File: config.mk
export PLATFORM = sky130hd
export DESIGN_NAME = power_mgmt_event_status
export DESIGN_NICKNAME = d
export VERILOG_FILES = /design/src/pm_event_pkg.sv /design/src/power_mgmt_event_status.sv
export VERILOG_INCLUDE_DIRS = /design/src
export SDC_FILE = /design/constraint.sdc
export NUM_CORES = 1
export LEC_CHECK = 0
export ABC_CLOCK_PERIOD_IN_PS = 6300
export BUFFER_PORTS_ARGS = -buffer_cell sky130_fd_sc_hd__buf_4
export CORE_MARGIN = 5
export CORE_UTILIZATION = 63
export DETAILED_ROUTE_END_ITERATION = 8
export PLACE_DENSITY_LB_ADDON = 0.3
export SYNTH_ARGS = -nofsm -noshare
export SYNTH_HDL_FRONTEND = slang
export SYNTH_SLANG_ARGS = --single-unit
export TNS_END_PERCENT = 1
File: constraint.sdc
create_clock -name clock -period 6.3 [get_ports clock]
set_input_delay 0.945 -clock clock [delete_from_list [all_inputs] [get_ports clock]]
set_output_delay 0.945 -clock clock [all_outputs]
set_load 0.02 [all_outputs]
File: src/pm_event_consts.svh
// Offsets, field positions, reset values, clock rates and times of the power management event block.
`ifndef PM_EVENT_CONSTS_SVH
`define PM_EVENT_CONSTS_SVH

`define PM_OFS_STATUS     16'h0000
`define PM_OFS_RESUME_EN  16'h0002
`define PM_OFS_CONTROL    16'h0004
`define PM_OFS_TIMER      16'h0008
`define PM_OFS_GP_STATUS  16'h000c
`define PM_BASE_MASK      16'hfffc
`define PM_RESET_VALUE    16'h0000

`define PM_BIT_RESUME     15
`define PM_BIT_OVERRIDE   11
`define PM_BIT_ALARM      10
`define PM_BIT_BUTTON     8
`define PM_BIT_GLOBAL     5
`define PM_BIT_BUSMASTER  4
`define PM_BIT_TMROF      0
`define PM_BIT_SUSP_TRIG  13
`define PM_KIND_HI        12
`define PM_KIND_LO        10
`define PM_BIT_REL_TRIG   2
`define PM_BIT_BM_RELOAD  1
`define PM_BIT_SCI_ROUTE_ENABLE     0
`define PM_BIT_LID        11
`define PM_BIT_GPI        9
`define PM_BIT_USB        8
`define PM_BIT_THERMAL    0
`define PM_TMR_MSB        23

`define PM_CLK_HZ         100000000
`define PM_TMR_HZ         3579545
`define PM_CLK_MHZ        100
`define PM_DEBOUNCE_MS    170
`define PM_OVERRIDE_S     4

`endif

File: src/pm_event_pkg.sv
// Types shared by the power management event block.
package pm_event_pkg;

    typedef enum logic [2:0] {
        soft_off_or_disk      = 3'b000,
        suspend_to_memory     = 3'b001,
        powered_idle_lost     = 3'b010,
        powered_idle_cpu_lost = 3'b011,
        powered_idle_kept     = 3'b100,
        working               = 3'b101,
        kind_reserved_a       = 3'b110,
        kind_reserved_b       = 3'b111
    } suspend_kind_e;

    typedef enum logic [1:0] {
        btn_idle     = 2'b00,
        btn_debounce = 2'b01,
        btn_pressed  = 2'b10,
        btn_override = 2'b11
    } button_state_e;

endpackage

File: src/power_mgmt_event_status.sv
// Power management event status, enables, suspend control and free-running timer.
`timescale 1ns/100ps
`default_nettype none
`include "pm_event_consts.svh"

module power_mgmt_event_status
    import pm_event_pkg::*;
#(
    parameter int unsigned DEBOUNCE_CYCLES = `PM_DEBOUNCE_MS * 1000 * `PM_CLK_MHZ,
    parameter int unsigned OVERRIDE_CYCLES = `PM_OVERRIDE_S * `PM_CLK_HZ
) (
    input  wire logic        clock,
    input  wire logic        sys_rst,
    input  wire logic [15:0] pm_base,
    input  wire logic        pm_io_enable,
    input  wire logic [15:0] io_addr,
    input  wire logic        io_wr,
    input  wire logic        io_rd,
    input  wire logic [31:0] io_wdata,
    output logic      [31:0] io_rdata,
    output logic             io_claim,
    input  wire logic        power_button_n,
    input  wire logic [3:0]  pci_request_n,
    input  wire logic        pc_pci_hold_n,
    input  wire logic        lid_in,
    input  wire logic        osc_running,
    input  wire logic        alarm_irq,
    input  wire logic        thermal_event,
    input  wire logic        general_input_event,
    input  wire logic        usb_activity_event,
    input  wire logic        override_enable,
    input  wire logic        lid_polarity,
    input  wire logic        lid_event_enable,
    input  wire logic        firmware_release_bit,
    input  wire logic        firmware_event_enable,
    input  wire logic        firmware_event_clear,
    output logic             firmware_event_flag,
    output logic             sci_out,
    output logic             mgmt_interrupt_n,
    output logic             wake_to_on,
    output logic             power_off,
    output logic             suspend_start,
    output logic      [2:0]  suspend_kind,
    output logic             burst_reload_event
);

    localparam logic [26:0] TMR_STEP = 27'(`PM_TMR_HZ);
    localparam logic [26:0] TMR_WRAP = 27'(`PM_CLK_HZ);
    localparam logic [28:0] DEB_CNT  = 29'(DEBOUNCE_CYCLES);
    localparam logic [28:0] OVR_CNT  = 29'(OVERRIDE_CYCLES);

    function automatic logic hit(input logic [15:0] a, input logic [15:0] base,
                                 input logic [15:0] ofs);
        hit = (a == ((base & `PM_BASE_MASK) + ofs));
    endfunction

    // ====================
    // Pin synchronisers
    // =========================================================================
    logic [7:0] pin_s1_r;
    logic [7:0] pin_s2_r;
    logic [7:0] pin_raw;
    logic       button_low;
    logic       bus_req;
    logic       lid_level;
    logic       osc_ok;

    assign pin_raw = {power_button_n, pci_request_n, pc_pci_hold_n, lid_in, osc_running};

    always_ff @(posedge clock) begin
        if (sys_rst) begin
            pin_s1_r <= 8'hff;
            pin_s2_r <= 8'hff;
        end else begin
            pin_s1_r <= pin_raw;
            pin_s2_r <= pin_s1_r;
        end
    end

    assign button_low = ~pin_s2_r[7];
    assign bus_req    = ~(&pin_s2_r[6:2]);
    assign lid_level  = pin_s2_r[1] ^ ~lid_polarity;
    assign osc_ok     = pin_s2_r[0];

    // ====================
    // Register decode
    // =========================================================================
    logic sel_status;
    logic sel_resume_en;
    logic sel_control;
    logic sel_timer;
    logic sel_gp;
    logic any_sel;
    logic wr_status;
    logic wr_gp;
    logic wr_control;

    always_comb begin
        sel_status    = pm_io_enable && hit(io_addr, pm_base, `PM_OFS_STATUS);
        sel_resume_en = pm_io_enable && hit(io_addr, pm_base, `PM_OFS_RESUME_EN);
        sel_control   = pm_io_enable && hit(io_addr, pm_base, `PM_OFS_CONTROL);
        sel_timer     = pm_io_enable && hit(io_addr, pm_base, `PM_OFS_TIMER);
        sel_gp        = pm_io_enable && hit(io_addr, pm_base, `PM_OFS_GP_STATUS);
        any_sel       = sel_status | sel_resume_en | sel_control | sel_timer | sel_gp;
        io_claim      = any_sel & (io_wr | io_rd);
        wr_status     = io_wr & sel_status;
        wr_gp         = io_wr & sel_gp;
        wr_control    = io_wr & sel_control;
    end

    // ====================
    // Timer
    // =========================================================================
    logic [26:0] tmr_acc_r;
    logic [26:0] tmr_acc_nxt;
    logic [23:0] timer_count_r;
    logic [23:0] timer_count_nxt;
    logic        tmr_tick;
    logic        tmr_toggle;

    always_comb begin
        tmr_acc_nxt     = tmr_acc_r;
        timer_count_nxt = timer_count_r;
        tmr_tick        = 1'b0;
        if (osc_ok) begin
            if (tmr_acc_r + TMR_STEP >= TMR_WRAP) begin
                tmr_acc_nxt = tmr_acc_r + TMR_STEP - TMR_WRAP;
                tmr_tick    = 1'b1;
            end else begin
                tmr_acc_nxt = tmr_acc_r + TMR_STEP;
            end
        end
        if (tmr_tick) begin
            timer_count_nxt = timer_count_r + 24'h000001;
        end
        tmr_toggle = timer_count_nxt[`PM_TMR_MSB] != timer_count_r[`PM_TMR_MSB];
    end

    always_ff @(posedge clock) begin
        if (sys_rst) begin
            tmr_acc_r     <= 27'h0000000;
            timer_count_r <= 24'h000000;
        end else begin
            tmr_acc_r     <= tmr_acc_nxt;
            timer_count_r <= timer_count_nxt;
        end
    end

    // ====================
    // Power button debounce and override
    // =========================================================================
    button_state_e btn_state_r;
    button_state_e btn_state_nxt;
    logic [28:0]   btn_cnt_r;
    logic [28:0]   btn_cnt_nxt;
    logic          btn_set;
    logic          btn_override_hit;

    always_comb begin
        btn_state_nxt    = btn_state_r;
        btn_cnt_nxt      = btn_cnt_r + 29'h0000001;
        btn_set          = 1'b0;
        btn_override_hit = 1'b0;
        unique case (btn_state_r)
            btn_idle: begin
                btn_cnt_nxt = 29'h0000000;
                if (button_low) begin
                    btn_state_nxt = btn_debounce;
                end
            end
            btn_debounce: begin
                if (!button_low) begin
                    btn_state_nxt = btn_idle;
                end else if (btn_cnt_r >= DEB_CNT - 29'h0000001) begin
                    btn_set       = 1'b1;
                    btn_state_nxt = btn_pressed;
                end
            end
            btn_pressed: begin
                if (!button_low) begin
                    btn_state_nxt = btn_idle;
                end else if (btn_cnt_r >= OVR_CNT - 29'h0000001) begin
                    btn_override_hit = override_enable;
                    btn_state_nxt    = btn_override;
                end
            end
            btn_override: begin
                btn_cnt_nxt = btn_cnt_r;
                if (!button_low) begin
                    btn_state_nxt = btn_idle;
                end
            end
        endcase
    end

    always_ff @(posedge clock) begin
        if (sys_rst) begin
            btn_state_r <= btn_idle;
            btn_cnt_r   <= 29'h0000000;
        end else begin
            btn_state_r <= btn_state_nxt;
            btn_cnt_r   <= btn_cnt_nxt;
        end
    end

    // ====================
    // Status flags, enables and control
    // =========================================================================
    logic [15:0] status_r;
    logic [15:0] status_nxt;
    logic [15:0] status_set;
    logic [15:0] gp_r;
    logic [15:0] gp_nxt;
    logic [15:0] gp_set;
    logic [15:0] resume_en_r;
    logic [15:0] resume_en_nxt;
    logic [2:0]  kind_r;
    logic [2:0]  kind_nxt;
    logic [1:0]  ctrl_low_r;
    logic [1:0]  ctrl_low_nxt;
    logic        fw_flag_r;
    logic        fw_flag_nxt;
    logic        lid_prev_r;
    logic        rel_trigger;
    logic        resume_event;
    logic        sci_route_enable;

    always_comb begin
        sci_route_enable      = ctrl_low_r[`PM_BIT_SCI_ROUTE_ENABLE];
        rel_trigger = wr_control & io_wdata[`PM_BIT_REL_TRIG];
        status_set  = 16'h0000;
        status_set[`PM_BIT_ALARM]     = alarm_irq;
        status_set[`PM_BIT_BUTTON]    = btn_set;
        status_set[`PM_BIT_OVERRIDE]  = btn_override_hit;
        status_set[`PM_BIT_GLOBAL]    = firmware_release_bit;
        status_set[`PM_BIT_BUSMASTER] = bus_req;
        status_set[`PM_BIT_TMROF]     = tmr_toggle;
        gp_set = 16'h0000;
        gp_set[`PM_BIT_LID]     = lid_level & ~lid_prev_r;
        gp_set[`PM_BIT_GPI]     = general_input_event;
        gp_set[`PM_BIT_USB]     = usb_activity_event;
        gp_set[`PM_BIT_THERMAL] = thermal_event;
        resume_event = btn_set
                     | (status_set[`PM_BIT_ALARM] & resume_en_r[`PM_BIT_ALARM])
                     | (gp_set[`PM_BIT_LID] & lid_event_enable);
        status_set[`PM_BIT_RESUME] = resume_event;
        // Write-one clears first, then hardware sets so a coincident event survives.
        status_nxt = (status_r & ~(wr_status ? io_wdata[15:0] : 16'h0000)) | status_set;
        if (btn_override_hit) begin
            status_nxt[`PM_BIT_BUTTON] = 1'b0;
        end
        gp_nxt = (gp_r & ~(wr_gp ? io_wdata[15:0] : 16'h0000)) | gp_set;
        resume_en_nxt = resume_en_r;
        if (io_wr & sel_resume_en) begin
            resume_en_nxt = io_wdata[15:0] & 16'h0521;
        end
        kind_nxt     = kind_r;
        ctrl_low_nxt = ctrl_low_r;
        if (wr_control) begin
            kind_nxt     = io_wdata[`PM_KIND_HI:`PM_KIND_LO];
            ctrl_low_nxt = io_wdata[1:0];
        end
        fw_flag_nxt = (fw_flag_r & ~firmware_event_clear)
                    | (rel_trigger & firmware_event_enable);
    end

    always_ff @(posedge clock) begin
        if (sys_rst) begin
            status_r    <= `PM_RESET_VALUE;
            gp_r        <= `PM_RESET_VALUE;
            resume_en_r <= `PM_RESET_VALUE;
            kind_r      <= 3'h0;
            ctrl_low_r  <= 2'h0;
            fw_flag_r   <= 1'b0;
            // Lid counts as seen at reset, so with lid_polarity 1 a settled pin gives no false edge.
            lid_prev_r  <= 1'b1;
        end else begin
            status_r    <= status_nxt;
            gp_r        <= gp_nxt;
            resume_en_r <= resume_en_nxt;
            kind_r      <= kind_nxt;
            ctrl_low_r  <= ctrl_low_nxt;
            fw_flag_r   <= fw_flag_nxt;
            lid_prev_r  <= lid_level;
        end
    end

    // ====================
    // Interrupt routing, sequencing outputs and read data
    // =========================================================================
    logic        sci_nxt;
    logic        smi_nxt;
    logic        routed_btn;
    logic        routed_lid;
    logic [31:0] rdata_nxt;
    logic [15:0] ctrl_read;

    always_comb begin
        routed_btn = status_r[`PM_BIT_BUTTON] & resume_en_r[`PM_BIT_BUTTON];
        routed_lid = gp_r[`PM_BIT_LID] & lid_event_enable;
        sci_nxt = sci_route_enable & ((status_r[`PM_BIT_TMROF] & resume_en_r[`PM_BIT_TMROF])
                | (status_r[`PM_BIT_GLOBAL] & resume_en_r[`PM_BIT_GLOBAL])
                | gp_r[`PM_BIT_THERMAL] | gp_r[`PM_BIT_GPI] | gp_r[`PM_BIT_USB]
                | routed_btn | routed_lid);
        smi_nxt = fw_flag_r | (~sci_route_enable & (routed_btn | routed_lid));
        ctrl_read = 16'h0000;
        ctrl_read[`PM_KIND_HI:`PM_KIND_LO] = kind_r;
        ctrl_read[1:0] = ctrl_low_r;
        rdata_nxt = 32'h00000000;
        if (io_rd) begin
            if (sel_status) begin
                rdata_nxt = {16'h0000, status_r};
            end else if (sel_resume_en) begin
                rdata_nxt = {16'h0000, resume_en_r};
            end else if (sel_control) begin
                rdata_nxt = {16'h0000, ctrl_read};
            end else if (sel_timer) begin
                rdata_nxt = {8'h00, timer_count_r};
            end else if (sel_gp) begin
                rdata_nxt = {16'h0000, gp_r};
            end
        end
    end

    always_ff @(posedge clock) begin
        if (sys_rst) begin
            io_rdata           <= 32'h00000000;
            sci_out            <= 1'b0;
            mgmt_interrupt_n   <= 1'b1;
            wake_to_on         <= 1'b0;
            power_off          <= 1'b0;
            suspend_start      <= 1'b0;
            burst_reload_event <= 1'b0;
        end else begin
            io_rdata           <= rdata_nxt;
            sci_out            <= sci_nxt;
            mgmt_interrupt_n   <= ~smi_nxt;
            wake_to_on         <= resume_event;
            power_off          <= btn_override_hit;
            suspend_start      <= wr_control & io_wdata[`PM_BIT_SUSP_TRIG];
            burst_reload_event <= bus_req & ctrl_low_r[`PM_BIT_BM_RELOAD];
        end
    end

    assign suspend_kind        = kind_r;
    assign firmware_event_flag = fw_flag_r;

endmodule // power_mgmt_event_status

`default_nettype wire

==> run_results.csv <==
group,metric,value,unit
outcome,outcome,"complete, no violations",
worst_setup_path,critPathLaunchType,"input port",
placed_design,post-place-ws,1.26,ns
clock_network,h-tree-depth,4,
routing,dr.first_iter.drc_count,754,
worst_setup_path,path_cells,"buf_4 -> nand2_1 -> nor3_1 -> and3_1 -> nand4_1 -> xnor2_1 -> a2111oi_0 -> nand3_1 -> inv_1 -> o32a_1 -> buf_4",
routing,wl,23100,um
timing,finalSetupViolCount,0,
global_routing,grt_pass1_wl,38300,um
placed_design,place_congestion,0.966,
cells_and_area,multi_input_area,5480,um^2
clock_network,cts_tree,"done",
cells_and_area,num-nets-final,1321,
die,num_io_pins,130,
die,chipWidth,132,um
timing,max_freq,194,MHz
hold_path,hold_class,"reg -> reg",
cells_and_area,n_antenna_cell,0,
routing,dr_total_vias,8679,
routing,wl_per_cell,16.3,um
worst_setup_path,required,5.35,ns
cells_and_area,drive_above_1_share,0.155,
global_routing,grt_max_degree,65,
routing,wl_met2,10700,um
synthesis,synth-seq-cells,171,
clock_network,post-cts-setup-buffers,0,
global_routing,antenna_found_initial,0,
synthesis,ys_top_cells_by_area,"dfxtp_1 (37%), a21oi_1 (5.3%), nand2_1 (4.9%), xnor2_1 (4.7%), nor2_1 (4.1%)",
cells_and_area,fin_area,10700,um^2
routing,m1WireLength,10100,um
synthesis,synth.distinct_cells,77,
cells_and_area,fill_cells,1087,
synthesis,yosysTopAreaCell,"dfxtp_1",
global_routing,grt_remaining_overflow,0,
timing,worst_slack,1.16,ns
clock_network,clk_pin_slew,0.06,ns
routing,drc_errors,0,
power_and_ir_drop,p_leak,4.06,nW
synthesis,seq_area_frac_synth,0.367,
clock_network,cts.repair.resized,0,
routing,viasPerCell,6.11,
timing,finalCriticalPeriod,5.14,ns
synthesis,yosys_warnings,0,
worst_setup_path,cpMaxStageDelayCell,"nand3_1",
timing,slew_viol_final,0,
cells_and_area,layout_common_cells,"dfxtp_1 (171), nand2_1 (121), buf_4 (110)",
clock_network,insertion_delay,0.43,ns
synthesis,yosys.area.top_type_share,0.367,
die,rows,44,
synthesis,synthCells,1163,
placed_design,portBuffers,103,
routing,wl_met3,1730,um
routing,drtAntennaViolNets,0,
die,core,14500,um^2
power_and_ir_drop,peakVddDrop,215,uV
synthesis,synthFlopType,"dfxtp_1",
cells_and_area,regArea,3420,um^2
placed_design,hpwl,16000,um
cells_and_area,final_common_cell,"dfxtp_1",
worst_setup_path,critPathMaxFanout,21,
synthesis,synth_edf_count,0,
synthesis,avgSynthCellArea,8.01,um^2
timing,worstMarginPinSlew,0.962,ns
die,die_y,132,um
worst_setup_path,cp.arrival,4.20,ns
clock_network,cts_buffer_depth,2,
cells_and_area,utilization,0.735,
worst_setup_path,worstSetupEndpointType,"output port",
power_and_ir_drop,p_per_area,269,nW/um^2
placed_design,place_area,10100,um^2
global_routing,groute.usage.overall,0.259,
worst_setup_path,cp_common_cell,"buf_4",
die,die_area,17300,um^2
global_routing,grt_pass1_vias,7978,
timing,rsz0062_at_grt,"no",
worst_setup_path,path_class,"in -> out",
cells_and_area,synthToLayoutAreaGrowth,14.6,%
job,max_cap_viol_count,0,
routing,highest_layer,"met4",
die,start_util,0.641,
timing,tns,0,ns
timing,clock_skew,0.00790,ns
timing,finalCritPeriodShare,0.816,
clock_network,clock_sinks,171,
synthesis,synth_area,9320,um^2
synthesis,synthArstFlopShare,0,
clock_network,cts_root_buf,"clkbuf_16",
worst_setup_path,slowest_delay,0.58,ns
timing,hold_slack,0.409,ns
clock_network,numCtsBuffers,17,
timing,finalHoldViolCount,0,
clock_network,hold_buffers,0,
timing,relSlewSlack,0.354,
routing,firstDrtPassIters,5,
==> critical path: cells and delay by family <==
family,cells,cell delay (ns)
AOI/OAI and AO/OA,2,0.70
xor gates and xnor gates,1,0.17
buffers and inverters,3,0.75
and+or+nand+nor,5,1.64
==> synthesized netlist by cell type (all sizes together) (4+ instances only) <==
| cell | n |
|---|---|
| a22oi | 13 |
| o21ai | 55 |
| or3 | 22 |
| nor2b | 18 |
| mux2 | 7 |
| mux2i | 11 |
| and4 | 7 |
| a21bo | 9 |
| and3 | 22 |
| a41oi | 4 |
| a2111oi | 4 |
| xor2 | 42 |
| or2 | 25 |
| nor4 | 11 |
| xnor2 | 50 |
| nor2 | 101 |
| nand2 | 121 |
| o2111ai | 4 |
| buf | 17 |
| a21o | 8 |
| a31oi | 5 |
| a21oi | 100 |
| a211o | 5 |
| o21a | 4 |
| nand3b | 4 |
| nand2b | 7 |
| o211ai | 4 |
| o31ai | 8 |
| nand4 | 20 |
| ha | 10 |
| and2 | 19 |
| a21boi | 5 |
| nor3 | 34 |
| nand3 | 52 |
| a31o | 5 |
| inv | 29 |
| clkbuf | 58 |
| nor3b | 11 |
| a211oi | 17 |
| dfxtp | 171 |
==> registers in the layout (all words and copies together) (netlist names), 2 cells and up <==
name and flops:
tmr_acc_r 27, timer_count_r 24, pin_s1_r 8, pin_s2_r 8, gp_r 16, resume_en_r 4
btn_state_r 2, ctrl_low_r 2, status_r 16, suspend_kind 3, io_rdata 24, btn_cnt_r 29
==> layer usage <==
metal  vias to the layer above  track usage
met5                         -            0
met4                         0       0.0949
met3                        53       0.0600
met2                       376        0.416
met1                      4018        0.342
li1                       4232            -
==> layout make-up <==
| class | count | share of cell area |
|---|---|---|
| multi-input combinational | 895 | 0.513 |
| sequential | 171 | 0.321 |
| timing repair buffer | 110 | 0.0773 |
| clock buffer | 18 | 0.0402 |
| tap | 184 | 0.0216 |
| clock inverter | 14 | 0.0175 |
| inverter | 29 | 0.0102 |
==> cell families after synthesis <==
family / Yosys count / share of synthesized area
other: 1 / 0.000403
and+or+nand+nor: 485 / 0.262
buffers and inverters: 104 / 0.0475
DFF: 171 / 0.367
adders and majority gates: 10 / 0.0134
AOI/OAI and AO/OA: 282 / 0.202
xor gates and xnor gates: 92 / 0.0865
muxes: 18 / 0.0203
==> where the power goes <==
group / internal, mW / switching (mW)
sequential: 1.13 / 0.0919
clock: 0.633 / 0.455
combinational: 0.238 / 0.327
==> path summary, 6_finish.rpt <==
| check | start | end | slack [ns] | cells after the start |
|---|---|---|---|---|
| setup / recovery | pm_base[9] | io_claim | 1.16 | 11 |
| hold / removal | pin_s1_r[5] | pin_s2_r[5] | 0.41 | 1 |
| setup reg to reg | tmr_acc_r[7] | timer_count_r[8] | 1.58 | 10 |
| hold reg to reg | pin_s1_r[5] | pin_s2_r[5] | 0.41 | 1 |
==> per-stage QoR <==
stage                     power [mW]  instances
after floorplan                 1.66       1170
after detailed placement        1.79       1389
final                           2.87       1421
after CTS                       2.87       1421
after global placement          1.77       1389
after global routing            3.00       1421
(Power assumes the default switching activity.)
